## src/pkg/pifeb_pkg.sv

```systemverilog
package pifeb_pkg;

	localparam int unsigned PIFEB_ADDR_W = 8;
	localparam int unsigned PIFEB_DATA_W = 32;
	localparam int unsigned PIFEB_REG_W = 8;

	// Byte addresses of the word-aligned registers
	localparam logic [7:0] OFS_FLAGS3 = 8'h00;
	localparam logic [7:0] OFS_ENABLE1 = 8'h04;
	localparam logic [7:0] OFS_ENABLE2 = 8'h08;
	localparam logic [7:0] OFS_ENABLE3 = 8'h0C;

	// Bit positions in the third flag and third enable register
	localparam int unsigned BIT_SP2_DONE = 7;
	localparam int unsigned BIT_SP2_COLL = 6;
	localparam int unsigned BIT_UART2_RX = 5;
	localparam int unsigned BIT_UART2_TX = 4;
	localparam int unsigned BIT_TMR4 = 3;
	localparam int unsigned BIT_CC5 = 2;
	localparam int unsigned BIT_CC4 = 1;
	localparam int unsigned BIT_CC3 = 0;

	// Bit positions in the second enable register
	localparam int unsigned BIT_OSC_FAIL = 7;
	localparam int unsigned BIT_COMPARATOR = 6;
	localparam int unsigned BIT_NETWORK = 5;
	localparam int unsigned BIT_RESERVED2 = 4;
	localparam int unsigned BIT_SP1_COLL = 3;
	localparam int unsigned BIT_UNIMPL2 = 2;
	localparam int unsigned BIT_TMR3_OVF = 1;
	localparam int unsigned BIT_CC2 = 0;

	// Implemented-bit masks
	localparam logic [7:0] MASK_EN1_BASE = 8'h7F;
	localparam logic [7:0] MASK_EN1_PARPORT = 8'h80;
	localparam logic [7:0] MASK_EN2_IMPL = 8'hFB;
	localparam logic [7:0] MASK_EN2_REQ = 8'hEB;
	localparam logic [7:0] MASK_FL2_REQ = 8'hEB;
	localparam logic [7:0] MASK_SET3_BASE = 8'h0F;
	localparam logic [7:0] MASK_SET3_MID = 8'h30;
	localparam logic [7:0] MASK_SET3_MAX = 8'hC0;
	localparam logic [7:0] MASK_FL3_RO = 8'h30;

	localparam logic [7:0] RESET_BYTE = 8'h00;
	localparam logic [31:0] ZERO_WORD = 32'h00000000;

	localparam int unsigned PINS_MID = 80;
	localparam int unsigned PINS_MAX = 100;

	localparam logic [1:0] RESP_OKAY = 2'h0;
	localparam logic [1:0] RESP_SLVERR = 2'h2;

	typedef enum logic [2:0]
	{
		WS_IDLE = 3'b000,
		WS_GOT_ADDR = 3'b001,
		WS_GOT_DATA = 3'b010,
		WS_COMMIT = 3'b011,
		WS_RESP = 3'b100
	} pifeb_wstate_t;

	typedef enum logic [2:0]
	{
		SEL_NONE = 3'b000,
		SEL_FLAGS3 = 3'b001,
		SEL_ENABLE1 = 3'b010,
		SEL_ENABLE2 = 3'b011,
		SEL_ENABLE3 = 3'b100
	} pifeb_sel_t;

endpackage : pifeb_pkg

```

## src/verilog/pifeb_sticky_flag.sv

```systemverilog
`timescale 1ns/10ps
`default_nettype none

module pifeb_sticky_flag
(
	input wire logic aclk,
	input wire logic aresetn,
	input wire logic set_evt,
	input wire logic wr_en,
	input wire logic wr_val,
	output var logic flag_q
);

	logic flag_reg;
	logic flag_next;

	// Event beats a software clear in the same cycle
	always_comb
	begin
		flag_next = flag_reg;
		if (wr_en)
		begin
			flag_next = wr_val;
		end
		if (set_evt)
		begin
			flag_next = 1'b1;
		end
	end

	always_ff @(posedge aclk)
	begin
		if (!aresetn)
		begin
			flag_reg <= 1'b0;
		end
		else
		begin
			flag_reg <= flag_next;
		end
	end

	assign flag_q = flag_reg;

endmodule : pifeb_sticky_flag

`default_nettype wire

```

## src/verilog/pifeb_bank.sv

```systemverilog
// How it works
// - Port-2 serial done flag sticky until written
// - Port-2 collision flag sticky until written
// - Receive flag read-only, follows buffer full level
// - Transmit flag read-only, follows buffer empty level
// - Timer-4 match flag sticky until written
// - Unit-5 flag on capture/compare, not PWM
// - Unit-4 flag on capture/compare, not PWM
// - Unit-3 flag on capture/compare, not PWM
// - Per-source enable bit: one enables, zero disables
// - No priorities: request needs peripheral enable
// - Unimplemented bits ignore writes, read zero
// - Enable-2 layout: osc, comp, network, coll, timer, capture
// - Enable-1 layout; parallel port only largest, microcontroller
// - Upper third-register bits depend on package size
// - Third enable register mirrors third flag register
// - All flag and enable bits reset zero
// - Flags latch regardless of enables
// - Priority control picks two-level or single-level
//
// Local design decisions: the placing of the registers and the AXI4-Lite slave port.
`timescale 1ns/10ps
`default_nettype none

module pifeb_bank
	import pifeb_pkg::*;
#(
	parameter int unsigned PIN_COUNT = 100
)
(
	input wire logic aclk,
	input wire logic aresetn,
	input wire logic [7:0] s_axi_awaddr,
	input wire logic s_axi_awvalid,
	output var logic s_axi_awready,
	input wire logic [31:0] s_axi_wdata,
	input wire logic [3:0] s_axi_wstrb,
	input wire logic s_axi_wvalid,
	output var logic s_axi_wready,
	output var logic [1:0] s_axi_bresp,
	output var logic s_axi_bvalid,
	input wire logic s_axi_bready,
	input wire logic [7:0] s_axi_araddr,
	input wire logic s_axi_arvalid,
	output var logic s_axi_arready,
	output var logic [31:0] s_axi_rdata,
	output var logic [1:0] s_axi_rresp,
	output var logic s_axi_rvalid,
	input wire logic s_axi_rready,
	input wire logic serial_port2_done_evt,
	input wire logic serial_port2_collision_evt,
	input wire logic uart2_rx_full,
	input wire logic uart2_tx_empty,
	input wire logic timer_four_match_evt,
	input wire logic capcomp_five_evt,
	input wire logic capcomp_four_evt,
	input wire logic capcomp_three_evt,
	input wire logic [2:0] capcomp_pwm_mode,
	input wire logic microcontroller_mode,
	input wire logic [7:0] periph_irq_flags_1,
	input wire logic [7:0] periph_irq_flags_2,
	input wire logic peripheral_irq_enable,
	input wire logic priority_levels_enable,
	output var logic [7:0] periph_irq_flags_3_q,
	output var logic [7:0] periph_irq_enable_1_q,
	output var logic [7:0] periph_irq_enable_2_q,
	output var logic [7:0] periph_irq_enable_3_q,
	output var logic periph_irq_req
);

	localparam logic [7:0] IMPL3 = MASK_SET3_BASE
		| ((PIN_COUNT >= PINS_MID) ? MASK_SET3_MID : RESET_BYTE)
		| ((PIN_COUNT >= PINS_MAX) ? MASK_SET3_MAX : RESET_BYTE);
	localparam logic [7:0] IMPL3_SW = IMPL3 & ~MASK_FL3_RO;

	function automatic pifeb_sel_t decode_addr(input logic [7:0] addr);
		pifeb_sel_t sel;
		begin
			case (addr)
				OFS_FLAGS3: sel = SEL_FLAGS3;
				OFS_ENABLE1: sel = SEL_ENABLE1;
				OFS_ENABLE2: sel = SEL_ENABLE2;
				OFS_ENABLE3: sel = SEL_ENABLE3;
				default: sel = SEL_NONE;
			endcase
			decode_addr = sel;
		end
	endfunction : decode_addr

	// Parallel port enable exists only on the largest package in microcontroller mode
	logic [7:0] impl1;
	always_comb
	begin
		impl1 = MASK_EN1_BASE;
		if ((PIN_COUNT >= PINS_MAX) && microcontroller_mode)
		begin
			impl1 = MASK_EN1_BASE | MASK_EN1_PARPORT;
		end
	end

	// Write channel
	pifeb_wstate_t wstate_reg;
	pifeb_wstate_t wstate_next;
	logic [7:0] waddr_reg;
	logic [7:0] waddr_next;
	logic [7:0] wdata_reg;
	logic [7:0] wdata_next;
	logic wlane_reg;
	logic wlane_next;
	logic awready_reg;
	logic awready_next;
	logic wready_reg;
	logic wready_next;
	logic bvalid_reg;
	logic bvalid_next;
	logic [1:0] bresp_reg;
	logic [1:0] bresp_next;
	logic aw_fire;
	logic w_fire;
	logic commit;
	pifeb_sel_t wsel;

	always_comb
	begin
		aw_fire = s_axi_awvalid && awready_reg;
		w_fire = s_axi_wvalid && wready_reg;
		wstate_next = wstate_reg;
		waddr_next = waddr_reg;
		wdata_next = wdata_reg;
		wlane_next = wlane_reg;
		bvalid_next = bvalid_reg;
		bresp_next = bresp_reg;
		commit = 1'b0;
		wsel = decode_addr(waddr_reg);
		if (aw_fire)
		begin
			waddr_next = s_axi_awaddr;
		end
		if (w_fire)
		begin
			wdata_next = s_axi_wdata[7:0];
			wlane_next = s_axi_wstrb[0];
		end
		case (wstate_reg)
			WS_IDLE:
			begin
				if (aw_fire && w_fire)
				begin
					wstate_next = WS_COMMIT;
				end
				else if (aw_fire)
				begin
					wstate_next = WS_GOT_ADDR;
				end
				else if (w_fire)
				begin
					wstate_next = WS_GOT_DATA;
				end
			end
			WS_GOT_ADDR:
			begin
				if (w_fire)
				begin
					wstate_next = WS_COMMIT;
				end
			end
			WS_GOT_DATA:
			begin
				if (aw_fire)
				begin
					wstate_next = WS_COMMIT;
				end
			end
			WS_COMMIT:
			begin
				commit = 1'b1;
				bvalid_next = 1'b1;
				bresp_next = (wsel == SEL_NONE) ? RESP_SLVERR : RESP_OKAY;
				wstate_next = WS_RESP;
			end
			WS_RESP:
			begin
				if (s_axi_bready)
				begin
					bvalid_next = 1'b0;
					bresp_next = RESP_OKAY;
					wstate_next = WS_IDLE;
				end
			end
			default:
			begin
				wstate_next = WS_IDLE;
			end
		endcase
		awready_next = (wstate_next == WS_IDLE) || (wstate_next == WS_GOT_DATA);
		wready_next = (wstate_next == WS_IDLE) || (wstate_next == WS_GOT_ADDR);
	end

	always_ff @(posedge aclk)
	begin
		if (!aresetn)
		begin
			wstate_reg <= WS_IDLE;
			waddr_reg <= RESET_BYTE;
			wdata_reg <= RESET_BYTE;
			wlane_reg <= 1'b0;
			awready_reg <= 1'b0;
			wready_reg <= 1'b0;
			bvalid_reg <= 1'b0;
			bresp_reg <= RESP_OKAY;
		end
		else
		begin
			wstate_reg <= wstate_next;
			waddr_reg <= waddr_next;
			wdata_reg <= wdata_next;
			wlane_reg <= wlane_next;
			awready_reg <= awready_next;
			wready_reg <= wready_next;
			bvalid_reg <= bvalid_next;
			bresp_reg <= bresp_next;
		end
	end

	// Register bank
	logic byte_wr;
	logic [7:0] en1_reg;
	logic [7:0] en1_next;
	logic [7:0] en2_reg;
	logic [7:0] en2_next;
	logic [7:0] en3_reg;
	logic [7:0] en3_next;
	logic [7:0] ro_reg;
	logic [7:0] ro_next;
	logic [7:0] set3;
	logic [7:0] flags3;
	logic [7:0] sticky3;
	logic irq_reg;
	logic irq_next;
	logic [7:0] pend1;
	logic [7:0] pend2;
	logic [7:0] pend3;

	always_comb
	begin
		byte_wr = commit && wlane_reg;
		en1_next = en1_reg;
		en2_next = en2_reg;
		en3_next = en3_reg;
		if (byte_wr && (wsel == SEL_ENABLE1))
		begin
			en1_next = wdata_reg & impl1;
		end
		if (byte_wr && (wsel == SEL_ENABLE2))
		begin
			// Reserved bit is stored as written; software must keep it zero
			en2_next = wdata_reg & MASK_EN2_IMPL;
		end
		if (byte_wr && (wsel == SEL_ENABLE3))
		begin
			en3_next = wdata_reg & IMPL3;
		end
		// Events latch whatever the enables say, so polling works
		set3 = RESET_BYTE;
		set3[BIT_SP2_DONE] = serial_port2_done_evt;
		set3[BIT_SP2_COLL] = serial_port2_collision_evt;
		set3[BIT_TMR4] = timer_four_match_evt;
		set3[BIT_CC5] = capcomp_five_evt && !capcomp_pwm_mode[2];
		set3[BIT_CC4] = capcomp_four_evt && !capcomp_pwm_mode[1];
		set3[BIT_CC3] = capcomp_three_evt && !capcomp_pwm_mode[0];
		set3 = set3 & IMPL3_SW;
		// Read-only flags track the transceiver's buffer state
		ro_next = RESET_BYTE;
		ro_next[BIT_UART2_RX] = uart2_rx_full;
		ro_next[BIT_UART2_TX] = uart2_tx_empty;
		ro_next = ro_next & IMPL3;
	end

	genvar gi;
	generate
		for (gi = 0; gi < PIFEB_REG_W; gi = gi + 1)
		begin : g_flag3
			if (IMPL3_SW[gi])
			begin : g_sticky
				pifeb_sticky_flag u_flag
				(
					.aclk(aclk),
					.aresetn(aresetn),
					.set_evt(set3[gi]),
					.wr_en(byte_wr && (wsel == SEL_FLAGS3)),
					.wr_val(wdata_reg[gi]),
					.flag_q(sticky3[gi])
				);
			end
			else
			begin : g_none
				// Writes to read-only or absent positions are dropped
				assign sticky3[gi] = 1'b0;
			end
		end
	endgenerate

	always_comb
	begin
		flags3 = sticky3 | ro_reg;
		pend1 = periph_irq_flags_1 & en1_reg & impl1;
		pend2 = periph_irq_flags_2 & en2_reg & MASK_FL2_REQ;
		pend3 = flags3 & en3_reg;
		// Single-level mode needs the peripheral gate; two-level leaves it to priority logic
		irq_next = (|pend1 || |pend2 || |pend3)
			&& (priority_levels_enable || peripheral_irq_enable);
	end

	always_ff @(posedge aclk)
	begin
		if (!aresetn)
		begin
			en1_reg <= RESET_BYTE;
			en2_reg <= RESET_BYTE;
			en3_reg <= RESET_BYTE;
			ro_reg <= RESET_BYTE;
			irq_reg <= 1'b0;
		end
		else
		begin
			en1_reg <= en1_next;
			en2_reg <= en2_next;
			en3_reg <= en3_next;
			ro_reg <= ro_next;
			irq_reg <= irq_next;
		end
	end

	// Read channel; one cycle from address handshake to data
	logic arready_reg;
	logic arready_next;
	logic rvalid_reg;
	logic rvalid_next;
	logic [31:0] rdata_reg;
	logic [31:0] rdata_next;
	logic [1:0] rresp_reg;
	logic [1:0] rresp_next;
	logic [7:0] rbyte;
	pifeb_sel_t rsel;

	always_comb
	begin
		arready_next = arready_reg;
		rvalid_next = rvalid_reg;
		rdata_next = rdata_reg;
		rresp_next = rresp_reg;
		rsel = decode_addr(s_axi_araddr);
		case (rsel)
			SEL_FLAGS3: rbyte = flags3;
			SEL_ENABLE1: rbyte = en1_reg & impl1;
			SEL_ENABLE2: rbyte = en2_reg;
			SEL_ENABLE3: rbyte = en3_reg;
			default: rbyte = RESET_BYTE;
		endcase
		if (s_axi_arvalid && arready_reg)
		begin
			arready_next = 1'b0;
			rvalid_next = 1'b1;
			rdata_next = {24'h000000, rbyte};
			rresp_next = (rsel == SEL_NONE) ? RESP_SLVERR : RESP_OKAY;
		end
		else if (rvalid_reg && s_axi_rready)
		begin
			arready_next = 1'b1;
			rvalid_next = 1'b0;
			rdata_next = ZERO_WORD;
			rresp_next = RESP_OKAY;
		end
		else if (!rvalid_reg)
		begin
			arready_next = 1'b1;
		end
	end

	always_ff @(posedge aclk)
	begin
		if (!aresetn)
		begin
			arready_reg <= 1'b0;
			rvalid_reg <= 1'b0;
			rdata_reg <= ZERO_WORD;
			rresp_reg <= RESP_OKAY;
		end
		else
		begin
			arready_reg <= arready_next;
			rvalid_reg <= rvalid_next;
			rdata_reg <= rdata_next;
			rresp_reg <= rresp_next;
		end
	end

	assign s_axi_awready = awready_reg;
	assign s_axi_wready = wready_reg;
	assign s_axi_bvalid = bvalid_reg;
	assign s_axi_bresp = bresp_reg;
	assign s_axi_arready = arready_reg;
	assign s_axi_rvalid = rvalid_reg;
	assign s_axi_rdata = rdata_reg;
	assign s_axi_rresp = rresp_reg;
	assign periph_irq_flags_3_q = flags3;
	assign periph_irq_enable_1_q = en1_reg;
	assign periph_irq_enable_2_q = en2_reg;
	assign periph_irq_enable_3_q = en3_reg;
	assign periph_irq_req = irq_reg;

endmodule : pifeb_bank

`default_nettype wire

```

## config.mk

```make
export PLATFORM = sky130hd
export DESIGN_NAME = pifeb_bank
export DESIGN_NICKNAME = d
export VERILOG_FILES = /design/src/pkg/pifeb_pkg.sv /design/src/verilog/pifeb_sticky_flag.sv /design/src/verilog/pifeb_bank.sv
export SDC_FILE = /design/constraint.sdc
export NUM_CORES = 1
export LEC_CHECK = 0
export BUFFER_PORTS_ARGS = -buffer_cell sky130_fd_sc_hd__buf_4
export CORE_MARGIN = 4
export CORE_UTILIZATION = 49
export DETAILED_ROUTE_END_ITERATION = 7
export PLACE_DENSITY = 0.95
export REMOVE_ABC_BUFFERS = 1
export SLEW_MARGIN = 20
export SYNTH_ARGS = -nofsm -noshare
export SYNTH_HDL_FRONTEND = slang
export SYNTH_HIERARCHICAL = 1
export SYNTH_SLANG_ARGS = --single-unit
```

## constraint.sdc

```tcl
create_clock -name aclk -period 7.5 [get_ports aclk]
set_input_delay 0.75 -clock aclk [delete_from_list [all_inputs] [get_ports aclk]]
set_output_delay 0.75 -clock aclk [all_outputs]
set_load 0.01 [all_outputs]
```

==> metrics.md, run 1 <==
| Metric | Value |
|---|---|
| Vert. Die Dim | `87.90 um` |
| Vias in the first global route | `2495` |
| Post-route ant nets | `0` |
| Layout Cells excl Fill | `504` |
| GPL Wtd Cong | `0.7689` |
| I/O pin cnt | `163` |
| Distinct cell type count after synthesis | `35` |
| Final period utilization | `39.15%` |
| Clock Path Buffers | `2` |
| H-tree depth reported by CTS | `3` |
| Row cnt | `28` |
| Fin. max-slew vios | `0` |
| 1st-iter DRT viols | `91` |
| Synth warn | `6` |
| Fillers | `466` |
| #FFs+latches synth | `67` |
| Syn_area_per_cell | `9.775 um^2` |
| CP endpoint kind | `register` |
| Die Area | `7726 um^2` |
| Post-Syn Instances | `320` |
| Status | `completed` |
| Net count reported at finish | `513` |
| DIE WIDTH | `87.90 um` |
| Via count | `2656` |
| Share of cells above drive strength 1 | `31.24%` |
| WL per Instance | `16.07 um` |
| Max-cap violations | `0` |
| Post-CTS Setup Inserts | `0` |
| Initial antenna violation count | `0` |
| First-pass GRT wire length | `12.11 mm` |
| Worst Hold Class | `register to register` |
| Fmax | `340.6 MHz` |
| Clock sink count | `67` |
| Worst Tran Pin Value | `1.004 ns` |
| Relative slew slack | `32.86%` |
| Part of the Yosys area used for sequential elements | `42.88%` |
| Setup Skew | `0.01018 ns` |
| Top cell type's share of synthesized area | `42.88%` |
| Cells after DPL | `488` |
| Worst setup SP type | `register` |
| Worst-path clk slew | `0.07 ns` |
| Root buf cell | `clkbuf_8` |
| Largest net degree at the start of global routing | `61` |
| Unrepaired setup endpoints after global routing | `false` |
| Crit path largest cell delay | `0.84 ns` |
| Fin crit period | `2.936 ns` |
| Reg2Reg Setup Slack | `4.56 ns` |
| 1st-pass router iterations | `5` |
| Syn-to-layout area delta | `29.60%` |
| Most used DFF post-synth | `dfxtp_1` |
| Setup violations, final | `0` |
| Vias/cell | `5.270` |
| Post-synth EDFFs | `0` |
| Core Box Area | `6061 um^2` |
| Post-CTS resize count | `0` |
| Initial Utilization | `51.61%` |
| GR Util All Layers | `20.82%` |
| Max stage delay cell, worst path | `nor4b_2` |
| Leakage | `1.620 nW` |
| Cell Pwr Density | `187.2 nW/um^2` |
| Num CTS Buffers | `9` |
| WP data arrival | `3.16 ns` |
| Final WL | `8.097 mm` |
| Crit-path cells | `or4_4 > or3_2 > nor4b_2 > mux2_1 > o21a_1` |
| Port-buffer cells | `106` |
| Post-CTS Hold Buffers | `0` |
| Synth Cell Area | `3128 um^2` |
| Antenna diodes | `0` |
| Synth top cells by count | `dfxtp_1 (67), nand2_1 (42), buf_4 (27), nor2b_1 (27), mux2i_1 (23)` |
| Synth area leader | `dfxtp_1` |
| GR Overflow Total | `0` |
| Largest cells by area after synthesis | `dfxtp_1 (43%), mux2i_1 (7.4%), buf_4 (6.5%), nor2b_1 (5.4%), a21boi_0 (5.0%)` |
| Clock Latency Late Sink | `0.34 ns` |
| CTS tree | `built` |
| TNS Setup | `0 ns` |
| # DRC | `0` |
| VDD IR max | `0.1436 mV` |
| Crit-path max FO | `6` |
| Most frequent cell after synthesis | `dfxtp_1` |
| Asr flop ratio synth | `0%` |
| HPWL Detailed | `6.018 mm` |
| Req. time, crit path | `7.73 ns` |
| Final hold violations | `0` |
| WS Path Type | `register to register` |
-- per-stage QoR --
step | util (%) | hold slack [ns] | power (mW) | cell area (um^2) | setup slack, ns
3_5_place_dp | 63.79 | 0.4538 | 0.4696 | 3866 | 4.604
2_1_floorplan | - | 0.4381 | 0.4231 | 2970 | 4.710
4_1_cts | 66.89 | 0.4633 | 0.7590 | 4054 | 4.565
5_1_grt | 66.89 | 0.4888 | 0.7850 | 4054 | 4.458
3_3_place_gp | 63.79 | 0.4454 | 0.4663 | 3866 | 4.636
6_report | 66.89 | 0.4607 | 0.7589 | 4054 | 4.564
-- power by group --
part	leakage (nW)	switching [mW]	total, mW	internal, mW
sequential	0.545	0.0114	0.378	0.367
combinational	0.980	0.0398	0.0844	0.0446
clock	0.0947	0.134	0.297	0.163
total	1.62	0.185	0.759	0.574
-- worst max-delay path: cells and delay by family (launching register included) --
| family | cells | cell delay [ns] |
|---|---|---|
| compound gates | 1 | 0.17 |
| flops | 1 | 0.31 |
| mux | 1 | 0.40 |
| simple gates | 3 | 1.94 |
-- path summary, 6_finish.rpt --
kind / start / depth (start not counted) / to
setup reg to reg: waddr_reg[7] / 5 / g_flag3[3].g_sticky.u_flag/flag_q
hold / removal: waddr_reg[1] / 2 / waddr_reg[1]
hold reg to reg: waddr_reg[1] / 2 / waddr_reg[1]
setup / recovery: waddr_reg[7] / 5 / g_flag3[3].g_sticky.u_flag/flag_q
-- metal layers --
metal | vias up | global-route usage, % | share of wire [%]
met5 | - | 0 | 0
met4 | 0 | 6.555 | 1.4
met3 | 11 | 5.268 | 7.4
met2 | 112 | 36.85 | 50
met1 | 1253 | 24.64 | 42
li1 | 1280 | - | -
-- final cells by class --
type                            instances  area, um^2  share of cell area [%]
Clock buffer                           14       152.6                   3.765
Clock inverter                          2       35.03                  0.8642
Inverter                                6       22.52                  0.5556
Multi-Input combinational cell        234        1613                   39.78
Sequential cell                        67        1341                   33.09
Tap cell                               75       93.84                   2.315
Timing Repair Buffer                  106       795.8                   19.63
-- cells by family after synthesis --
logic type             after synthesis  share of synthesized area (%)
AOI/OAI and AO/OA                   56                          13.20
buffers and inverters               45                          8.880
DFF                                 67                          42.88
muxes                               38                          14.92
other                                1                         0.1199
and+or+nand+nor                    113                          20.00
-- cells in the final DEF (no fill, tap or decap), types with 4 or more instances in the layout --
master / Yosys / final
o2bb2ai_1: 7 / 7
mux2i_1: 23 / 23
buf_4: 27 / 106
nor2b_1: 27 / 27
o21a_1: 8 / 8
inv_1: 6 / 6
and2_1: 5 / 5
nand4_1: 4 / 4
conb_1: 1 / 27
o21ai_0: 4 / 4
nand2_1: 42 / 42
dfxtp_1: 67 / 67
nand3_1: 6 / 6
clkbuf_8: 0 / 10
nor3_1: 5 / 5
clkbuf_1: 10 / 4
a22oi_1: 9 / 9
mux4_2: 6 / 6
mux2_1: 6 / 6
a21boi_0: 21 / 21
a21oi_1: 4 / 4
nor2_1: 9 / 9
nand3b_1: 4 / 4
(Power assumes the default switching activity.)
==> inputs of run 2 (changes only) <==
--- a/config.mk
+++ b/config.mk
@@ -5,11 +5,12 @@
 export SDC_FILE = /design/constraint.sdc
 export NUM_CORES = 1
 export LEC_CHECK = 0
+export ABC_AREA = 1
 export BUFFER_PORTS_ARGS = -buffer_cell sky130_fd_sc_hd__buf_4
 export CORE_MARGIN = 4
-export CORE_UTILIZATION = 49
+export CORE_UTILIZATION = 46
 export DETAILED_ROUTE_END_ITERATION = 7
-export PLACE_DENSITY = 0.95
+export PLACE_DENSITY = 0.91
 export REMOVE_ABC_BUFFERS = 1
 export SLEW_MARGIN = 20
 export SYNTH_ARGS = -nofsm -noshare
==> constraint.sdc (replaced) <==
create_clock -name aclk -period 3 [get_ports aclk]
set_input_delay 0.3 -clock aclk [delete_from_list [all_inputs] [get_ports aclk]]
set_output_delay 0.3 -clock aclk [all_outputs]
set_load 0.01 [all_outputs]
==> run 2 against run 1 <==
Clock skew up 0.0010 ns. Cell count up 34%. Non-clock buffer count up 2. Total power rose to 2.8 times the previous value. Worst hold slack worse by 0.32 ns. Flip-flop and latch count unchanged. Wire length up 13%. Largest cell class unchanged.
==> metrics.md, run 2 <==
| Metric | Value |
|---|---|
| Hold Path Depth | `3 (+1)` |
| First-pass GRT wire length | `14.37 mm (+19%)` |
| #FFs+latches synth | `67 (unchanged)` |
| Setup violations, final | `0 (unchanged)` |
| Final period utilization | `60.17% (+21 points)` |
| HPWL Detailed | `6.852 mm (+14%)` |
| WS Path Type | `register to register` |
| Adder-cell share of the synthesized area | `0% (unchanged)` |
| Post-CTS Setup Inserts | `0 (unchanged)` |
| Top cell type's share of synthesized area | `41.71% (-1.2 points)` |
| Clock Path Buffers | `2 (unchanged)` |
| Largest net degree at the start of global routing | `34 (-44%)` |
| Unrepaired setup endpoints after global routing | `false` |
| Initial Utilization | `47.33% (-4.3 points)` |
| Most frequent cell after synthesis | `nand2_1` |
| GR Overflow Total | `0 (unchanged)` |
| WL per Instance | `13.46 um (-16%)` |
| Reg2reg start | `wstate_reg[0]` |
| Cells after DPL | `661 (+35%)` |
| Row cnt | `30 (+7.1%)` |
| Fin crit period | `1.805 ns (-1.131 ns)` |
| Leakage | `2.003 nW (+24%)` |
| Core Box Area | `6794 um^2 (+12%)` |
| Fin. max-slew vios | `0 (unchanged)` |
| Num CTS Buffers | `9 (unchanged)` |
| Largest cells by area after synthesis | `dfxtp_1 (42%), nand2_1 (13%), a21oi_1 (7.0%), buf_4 (6.5%), nand3_1 (6.5%)` |
| Worst setup SP type | `register` |
| Clock sink count | `67 (unchanged)` |
| Net count reported at finish | `665 (+30%)` |
| Synth Area in Compound Gates | `11.79% (-1.4 points)` |
| Crit-path cells | `nand3_2 > nor2_4 > nand2_1 > nor3b_1 > buf_4 > nor2_1 > nor2_1 > nor2_1` |
| Synth Cell Area | `3216 um^2 (+2.8%)` |
| Syn_area_per_cell | `6.827 um^2 (-30%)` |
| Crit path largest cell delay | `0.41 ns (-0.43 ns)` |
| Fmax | `554.0 MHz (+63%)` |
| GPL Wtd Cong | `0.9160 (+19%)` |
| Combinational family with the most area after synthesis | `simple AND/OR/NAND/NOR gates` |
| Clock Latency Late Sink | `0.35 ns (about the same)` |
| Worst-path clk slew | `0.07 ns (about the same)` |
| Max stage delay cell, worst path | `nor2_4` |
| Fillers | `625 (+34%)` |
| Post-synthesis simple-gate area fraction | `31.83% (+12 points)` |
| Syn-to-layout area delta | `31.01%` |
| I/O pin cnt | `163 (unchanged)` |
| WHS Endpoint | `ro_reg[4]` |
| Worst Hold Class | `input pin to register` |
| Vert. Die Dim | `91.61 um (+4.2%)` |
| WP data arrival | `2.04 ns (-1.12 ns)` |
| CP endpoint kind | `register` |
| Setup Skew | `0.01119 ns (+0.001011 ns)` |
| Total chip power | `2.104 mW (+180%)` |
| Xor/xnor cell area share of the yosys netlist | `0% (unchanged)` |
| Synth area leader | `dfxtp_1` |
| VDD IR max | `0.4133 mV (+190%)` |
| 1st-iter DRT viols | `211 (+130%)` |
| GR Util All Layers | `21.36% (+0.55 points)` |
| # DRC | `0 (unchanged)` |
| H-tree depth reported by CTS | `3 (unchanged)` |
| Post-CTS Hold Buffers | `0 (unchanged)` |
| Synth top cells by count | `nand2_1 (114), dfxtp_1 (67), nor2_1 (56)` |
| Post-Syn Instances | `471 (+47%)` |
| 1st-pass router iterations | `5 (unchanged)` |
| Port-buffer cells | `106 (unchanged)` |
| RR Endpoint | `g_flag3[6].g_sticky.u_flag/flag_q` |
| CP most frequent cell | `nor2_1` |
| Vias in the first global route | `3059 (+23%)` |
| Post-route ant nets | `0 (unchanged)` |
| Synth warn | `6 (unchanged)` |
| Crit-path max FO | `20 (+14)` |
| Critical path buffers and inverters | `1 (+1)` |
| Final WL | `9.110 mm (+13%)` |
| Most used DFF post-synth | `dfxtp_1` |
| Hold Startpoint | `uart2_tx_empty` |
| Cell Pwr Density | `499.3 nW/um^2 (+170%)` |
| Reg2Reg Setup Slack | `1.19 ns (-3.37 ns)` |
| Setup slack after layout | `1.195 ns (-3.369 ns)` |
| Delay-heaviest family, CP | `simple AND/OR/NAND/NOR gates` |
| Worst Tran Pin Value | `0.5987 ns (-0.4058 ns)` |
| Status | `completed` |
| Commonest non-fill, non-tap cells in the layout | `nand2_1 (114), buf_4 (108), dfxtp_1 (67), nor2_1 (56), inv_1 (51)` |
| Distinct cell type count after synthesis | `24 (-31%)` |
| Max-cap violations | `0 (unchanged)` |
| Post-CTS resize count | `0 (unchanged)` |
| Final hold violations | `0 (unchanged)` |
| Multiplexer area fraction after synthesis | `0% (-15 points)` |
| CTS tree | `built` |
| TNS Setup | `0 ns (unchanged)` |
| Asr flop ratio synth | `0% (unchanged)` |
| Initial antenna violation count | `0 (unchanged)` |
| Antenna diodes | `0 (unchanged)` |
| Req. time, crit path | `3.24 ns (-4.49 ns)` |
| Root buf cell | `clkbuf_8` |
| Share of cells above drive strength 1 | `22.55% (-8.7 points)` |
| Post-synth EDFFs | `0 (unchanged)` |
| Vias/cell | `4.962 (-5.8%)` |
| Commonest non-fill, non-tap cell in the layout | `nand2_1` |
| Die Area | `8392 um^2 (+8.6%)` |
| Layout Cells excl Fill | `677 (+34%)` |
| Via count | `3359 (+26%)` |
| Pre-CTS setup slack | `1.237 ns (-3.367 ns)` |
| DIE WIDTH | `91.61 um (+4.2%)` |
| Relative slew slack | `60.04% (+27 points)` |
| Part of the Yosys area used for sequential elements | `41.71% (-1.2 points)` |
| R2r worst-path depth | `8 (+3)` |
[run 2: cell types whose count changed after synthesis, moves of 23 or more]
cell / delta
mux2i_1: -23
o21ai_0: +24
nor2b_1: -27
nand2_1: +72
nand3_1: +36
nor2_1: +47
inv_1: +45
a21oi_1: +41
[run 2: worst max path at each step]
stage                                                   end  cells after the start          start  slack (ns)
after floorplan           g_flag3[0].g_sticky.u_flag/flag_q                      7  wstate_reg[0]        1.02
after global placement    g_flag3[3].g_sticky.u_flag/flag_q                      8  wstate_reg[0]        1.29
after detailed placement  g_flag3[3].g_sticky.u_flag/flag_q                      8  wstate_reg[0]        1.24
after CTS                 g_flag3[3].g_sticky.u_flag/flag_q                      8  wstate_reg[0]        1.21
after global routing      g_flag3[0].g_sticky.u_flag/flag_q                      8  wstate_reg[0]        0.99
final                     g_flag3[6].g_sticky.u_flag/flag_q                      8  wstate_reg[0]        1.19
[run 2: logic make-up after synthesis]
logic type,Yosys count
simple gates,236
flops,67
buf+inv,92
compound gates,75
other cells,1
[run 2: final cells by class]
cell class,instances,area [um^2],area share (%)
clock inverters,5,100.1,2.376
repair buffers,108,810.8,19.25
flip-flops and latches,67,1341,31.84
multi-input cells,338,1504,35.70
inverters,52,195.2,4.633
well taps,96,120.1,2.851
clock buffers,11,141.4,3.356
[run 2: routing by layer]
| metal | wire length [um] | GRT usage [%] | vias up | share of wire, % |
|---|---|---|---|---|
| li1 | - | - | 1658 | - |
| met2 | 4433 | 35.79 | 157 | 49 |
| met1 | 3723 | 25.87 | 1523 | 41 |
| met5 | 0 | 0 | - | 0 |
| met4 | 222 | 10.18 | 0 | 2.4 |
| met3 | 731 | 4.758 | 21 | 8.0 |
[run 2: per-stage QoR]
step	hold slack (ns)	instance area [um^2]	util (%)
2_1_floorplan	0.3935	3040	-
4_1_cts	0.1358	4213	62.01
3_5_place_dp	0.4598	3971	58.45
5_1_grt	0.1580	4213	62.01
6_report	0.1419	4213	62.01
3_3_place_gp	0.4554	3971	58.45
[run 2: where the power goes]
group,switching [mW],total (mW),internal (mW)
combinational,0.129,0.229,0.100
clock,0.344,0.916,0.572
sequential,0.0342,0.959,0.924
[run 2: worst register-to-register path: stages, from the launching register on]
cell and delay, ns:
dfxtp_1 0.40, nand3_2 0.16, nor2_4 0.41, nand2_1 0.11
nor3b_1 0.20, buf_4 0.21, nor2_1 0.07, nor2_1 0.10
nor2_1 0.04
==> inputs of run 3 (changes only) <==
--- a/config.mk
+++ b/config.mk
@@ -5,12 +5,12 @@
 export SDC_FILE = /design/constraint.sdc
 export NUM_CORES = 1
 export LEC_CHECK = 0
-export ABC_AREA = 1
+export ABC_AREA = 0
 export BUFFER_PORTS_ARGS = -buffer_cell sky130_fd_sc_hd__buf_4
 export CORE_MARGIN = 4
-export CORE_UTILIZATION = 46
+export CORE_UTILIZATION = 41
 export DETAILED_ROUTE_END_ITERATION = 7
-export PLACE_DENSITY = 0.91
+export PLACE_DENSITY = 0.87
 export REMOVE_ABC_BUFFERS = 1
 export SLEW_MARGIN = 20
 export SYNTH_ARGS = -nofsm -noshare
==> constraint.sdc (replaced) <==
create_clock -name aclk -period 1.65 [get_ports aclk]
set_input_delay 0.165 -clock aclk [delete_from_list [all_inputs] [get_ports aclk]]
set_output_delay 0.165 -clock aclk [all_outputs]
set_load 0.01 [all_outputs]
==> run 3 against run 2 <==
The flow now finishes with violations (setup timing). Wire length shrank 7.4%. Highest routed layer unchanged. Core utilization decreased by 3.2 points. Clock power grew 58%. Sequential power up 79%. Critical endpoint unchanged. Clock-buffer cell count increased by 3. Largest cell class unchanged.
==> metrics.md, run 3 (synthesized netlist as in run 1, its figures left out) <==
| Metric | Value |
|---|---|
| Status | `finished with violations` |
| Failing checks | `setup timing` |
| Root buf cell | `clkbuf_8` |
| Max-cap violations | `0 (unchanged)` |
| Vias in the first global route | `2642 (-14%)` |
| Cell Pwr Density | `835.1 nW/um^2 (+67%)` |
| Pre-CTS setup slack | `-0.8151 ns (-2.053 ns)` |
| Final hold violations | `0 (unchanged)` |
| Fin. max-slew vios | `0 (unchanged)` |
| TNS Setup | `-12.03 ns (-12.03 ns)` |
| I/O pin cnt | `163 (unchanged)` |
| First-pass GRT wire length | `12.87 mm (-10%)` |
| Vias/cell | `4.960 (about the same)` |
| Clock sink count | `67 (unchanged)` |
| Crit-path max FO | `6 (-70%)` |
| Net count reported at finish | `530 (-20%)` |
| # DRC | `0 (unchanged)` |
| Syn-to-layout area delta | `37.88%` |
| Req. time, crit path | `1.89 ns (-1.35 ns)` |
| WL per Instance | `15.50 um (+15%)` |
| Share of cells above drive strength 1 | `35.73% (+13 points)` |
| VDD IR max | `0.6064 mV (+47%)` |
| Final period utilization | `136.8% (+77 points)` |
| Row cnt | `31 (+3.3%)` |
| GPL Wtd Cong | `0.8323 (-9.1%)` |
| Leakage | `1.746 nW (-13%)` |
| Clock Latency Late Sink | `0.35 ns (about the same)` |
| Unrepaired setup endpoints after global routing | `true` |
| CTS tree | `built` |
| Worst Hold Class | `input pin to register` |
| Delay-heaviest family, CP | `simple AND/OR/NAND/NOR gates` |
| Fmax | `443.0 MHz (-20%)` |
| GR Util All Layers | `18.60% (-2.8 points)` |
| WS Path Type | `register to register` |
| Num CTS Buffers | `9 (unchanged)` |
| Final WL | `8.434 mm (-7.4%)` |
| Layout Cells excl Fill | `544 (-20%)` |
| H-tree depth reported by CTS | `3 (unchanged)` |
| HPWL Detailed | `6.475 mm (-5.5%)` |
| Worst-path clk slew | `0.07 ns (about the same)` |
| Core Box Area | `7331 um^2 (+7.9%)` |
| Cells after DPL | `525 (-21%)` |
| CP endpoint kind | `register` |
| 1st-iter DRT viols | `163 (-23%)` |
| Initial antenna violation count | `0 (unchanged)` |
| Commonest non-fill, non-tap cell in the layout | `buf_4` |
| Commonest non-fill, non-tap cells in the layout | `buf_4 (118), dfxtp_1 (67), nand2_1 (42), nor2b_1 (27), conb_1 (27)` |
| Initial Utilization | `42.67% (-4.7 points)` |
| 1st-pass router iterations | `4 (-1)` |
| Setup Skew | `0.007582 ns (-0.003613 ns)` |
| Clock Path Buffers | `2 (unchanged)` |
| DIE WIDTH | `95.35 um (+4.1%)` |
| Worst Tran Pin Value | `0.5425 ns (-0.05614 ns)` |
| Via count | `2698 (-20%)` |
| Crit-path cells | `or4_4 > or3_4 > nor4b_4 > buf_6 > mux2_4 > o21a_1` |
| Crit path largest cell delay | `0.53 ns (+0.12 ns)` |
| Largest net degree at the start of global routing | `45 (+32%)` |
| Critical path buffers and inverters | `1 (unchanged)` |
| WP data arrival | `2.50 ns (+0.46 ns)` |
| Antenna diodes | `0 (unchanged)` |
| Max stage delay cell, worst path | `or4_4` |
| Vert. Die Dim | `95.35 um (+4.1%)` |
| Worst hold slack | `0.02642 ns (-0.1155 ns)` |
| Die Area | `9091 um^2 (+8.3%)` |
| Setup slack after layout | `-0.6075 ns (-1.802 ns)` |
| Port-buffer cells | `106 (unchanged)` |
| Relative slew slack | `63.83% (+3.8 points)` |
| Worst setup SP type | `register` |
| Fin util | `58.83% (-3.2 points)` |
| Fin crit period | `2.257 ns (+0.4524 ns)` |
| Setup violations, final | `29 (+29)` |
| Post-route ant nets | `0 (unchanged)` |
| GR Overflow Total | `0 (unchanged)` |
[run 3: changes by cell type in the layout (fill, tap and decap cells not counted), moves of 10 or more]
cell and delta:
buf_4 +10, nor2_1 -47, mux2i_1 +23, o21ai_0 -24
a21boi_0 +20, nand3_1 -36, a21oi_1 -41, inv_1 -45
nand2_1 -72, nor2b_1 +27
[run 3: final timing paths]
| kind | startpoint | to | slack, ns | cells after the start |
|---|---|---|---|---|
| setup / recovery | waddr_reg[7] | g_flag3[6].g_sticky.u_flag/flag_q | -0.61 | 6 |
| hold / removal | uart2_tx_empty | ro_reg[4] | 0.03 | 2 |
| setup reg to reg | waddr_reg[7] | g_flag3[6].g_sticky.u_flag/flag_q | -0.61 | 6 |
| hold reg to reg | waddr_reg[1] | waddr_reg[1] | 0.46 | 2 |
[run 3: worst reg2reg max path, delay by kind of cell (launching register included)]
kind / cells / cell delay [ns]
and+or+nand+nor: 3 / 1.19
DFF: 1 / 0.31
muxes: 1 / 0.31
buffers and inverters: 1 / 0.19
AOI/OAI and AO/OA: 1 / 0.16
[run 3: what timing repair did]
| action | CTS | global route |
|---|---|---|
| hold buffers | 0 | 0 |
| buffers inserted | 1 | 2 |
| pin swaps | 3 | 4 |
| resized for setup | 7 | 6 |
| endpoints found under the setup margin | 29 | 29 |
| cloned | 0 | 1 |
[run 3: cell type report]
type	instances	area, um^2
clock buffer	14	182.7
clock inverter	1	30.03
fill	613	3018
inverter	6	22.52
multi-input combinational	234	1648
sequential	67	1341
tap	99	123.9
timing repair buffer	123	964.7
[run 3: metal layers]
layer / up-vias / track usage, % / part of all wire [%]
met4: 0 / 7.813 / 2.2
met2: 106 / 31.14 / 49
met3: 17 / 5.841 / 9.0
li1: 1312 / - / -
met1: 1263 / 21.94 / 40
met5: - / 0 / 0
[run 3: power breakdown]
| part | internal, mW | switching [mW] |
|---|---|---|
| sequential | 1.67 | 0.0504 |
| clock | 0.856 | 0.597 |
| combinational | 0.237 | 0.195 |
[run 3: through the flow]
stage	power (mW)	area (um^2)
2_1_floorplan	1.923	2970
5_1_grt	3.742	4313
6_report	3.602	4313
3_3_place_gp	2.141	4000
3_5_place_dp	2.155	4000
4_1_cts	3.595	4250
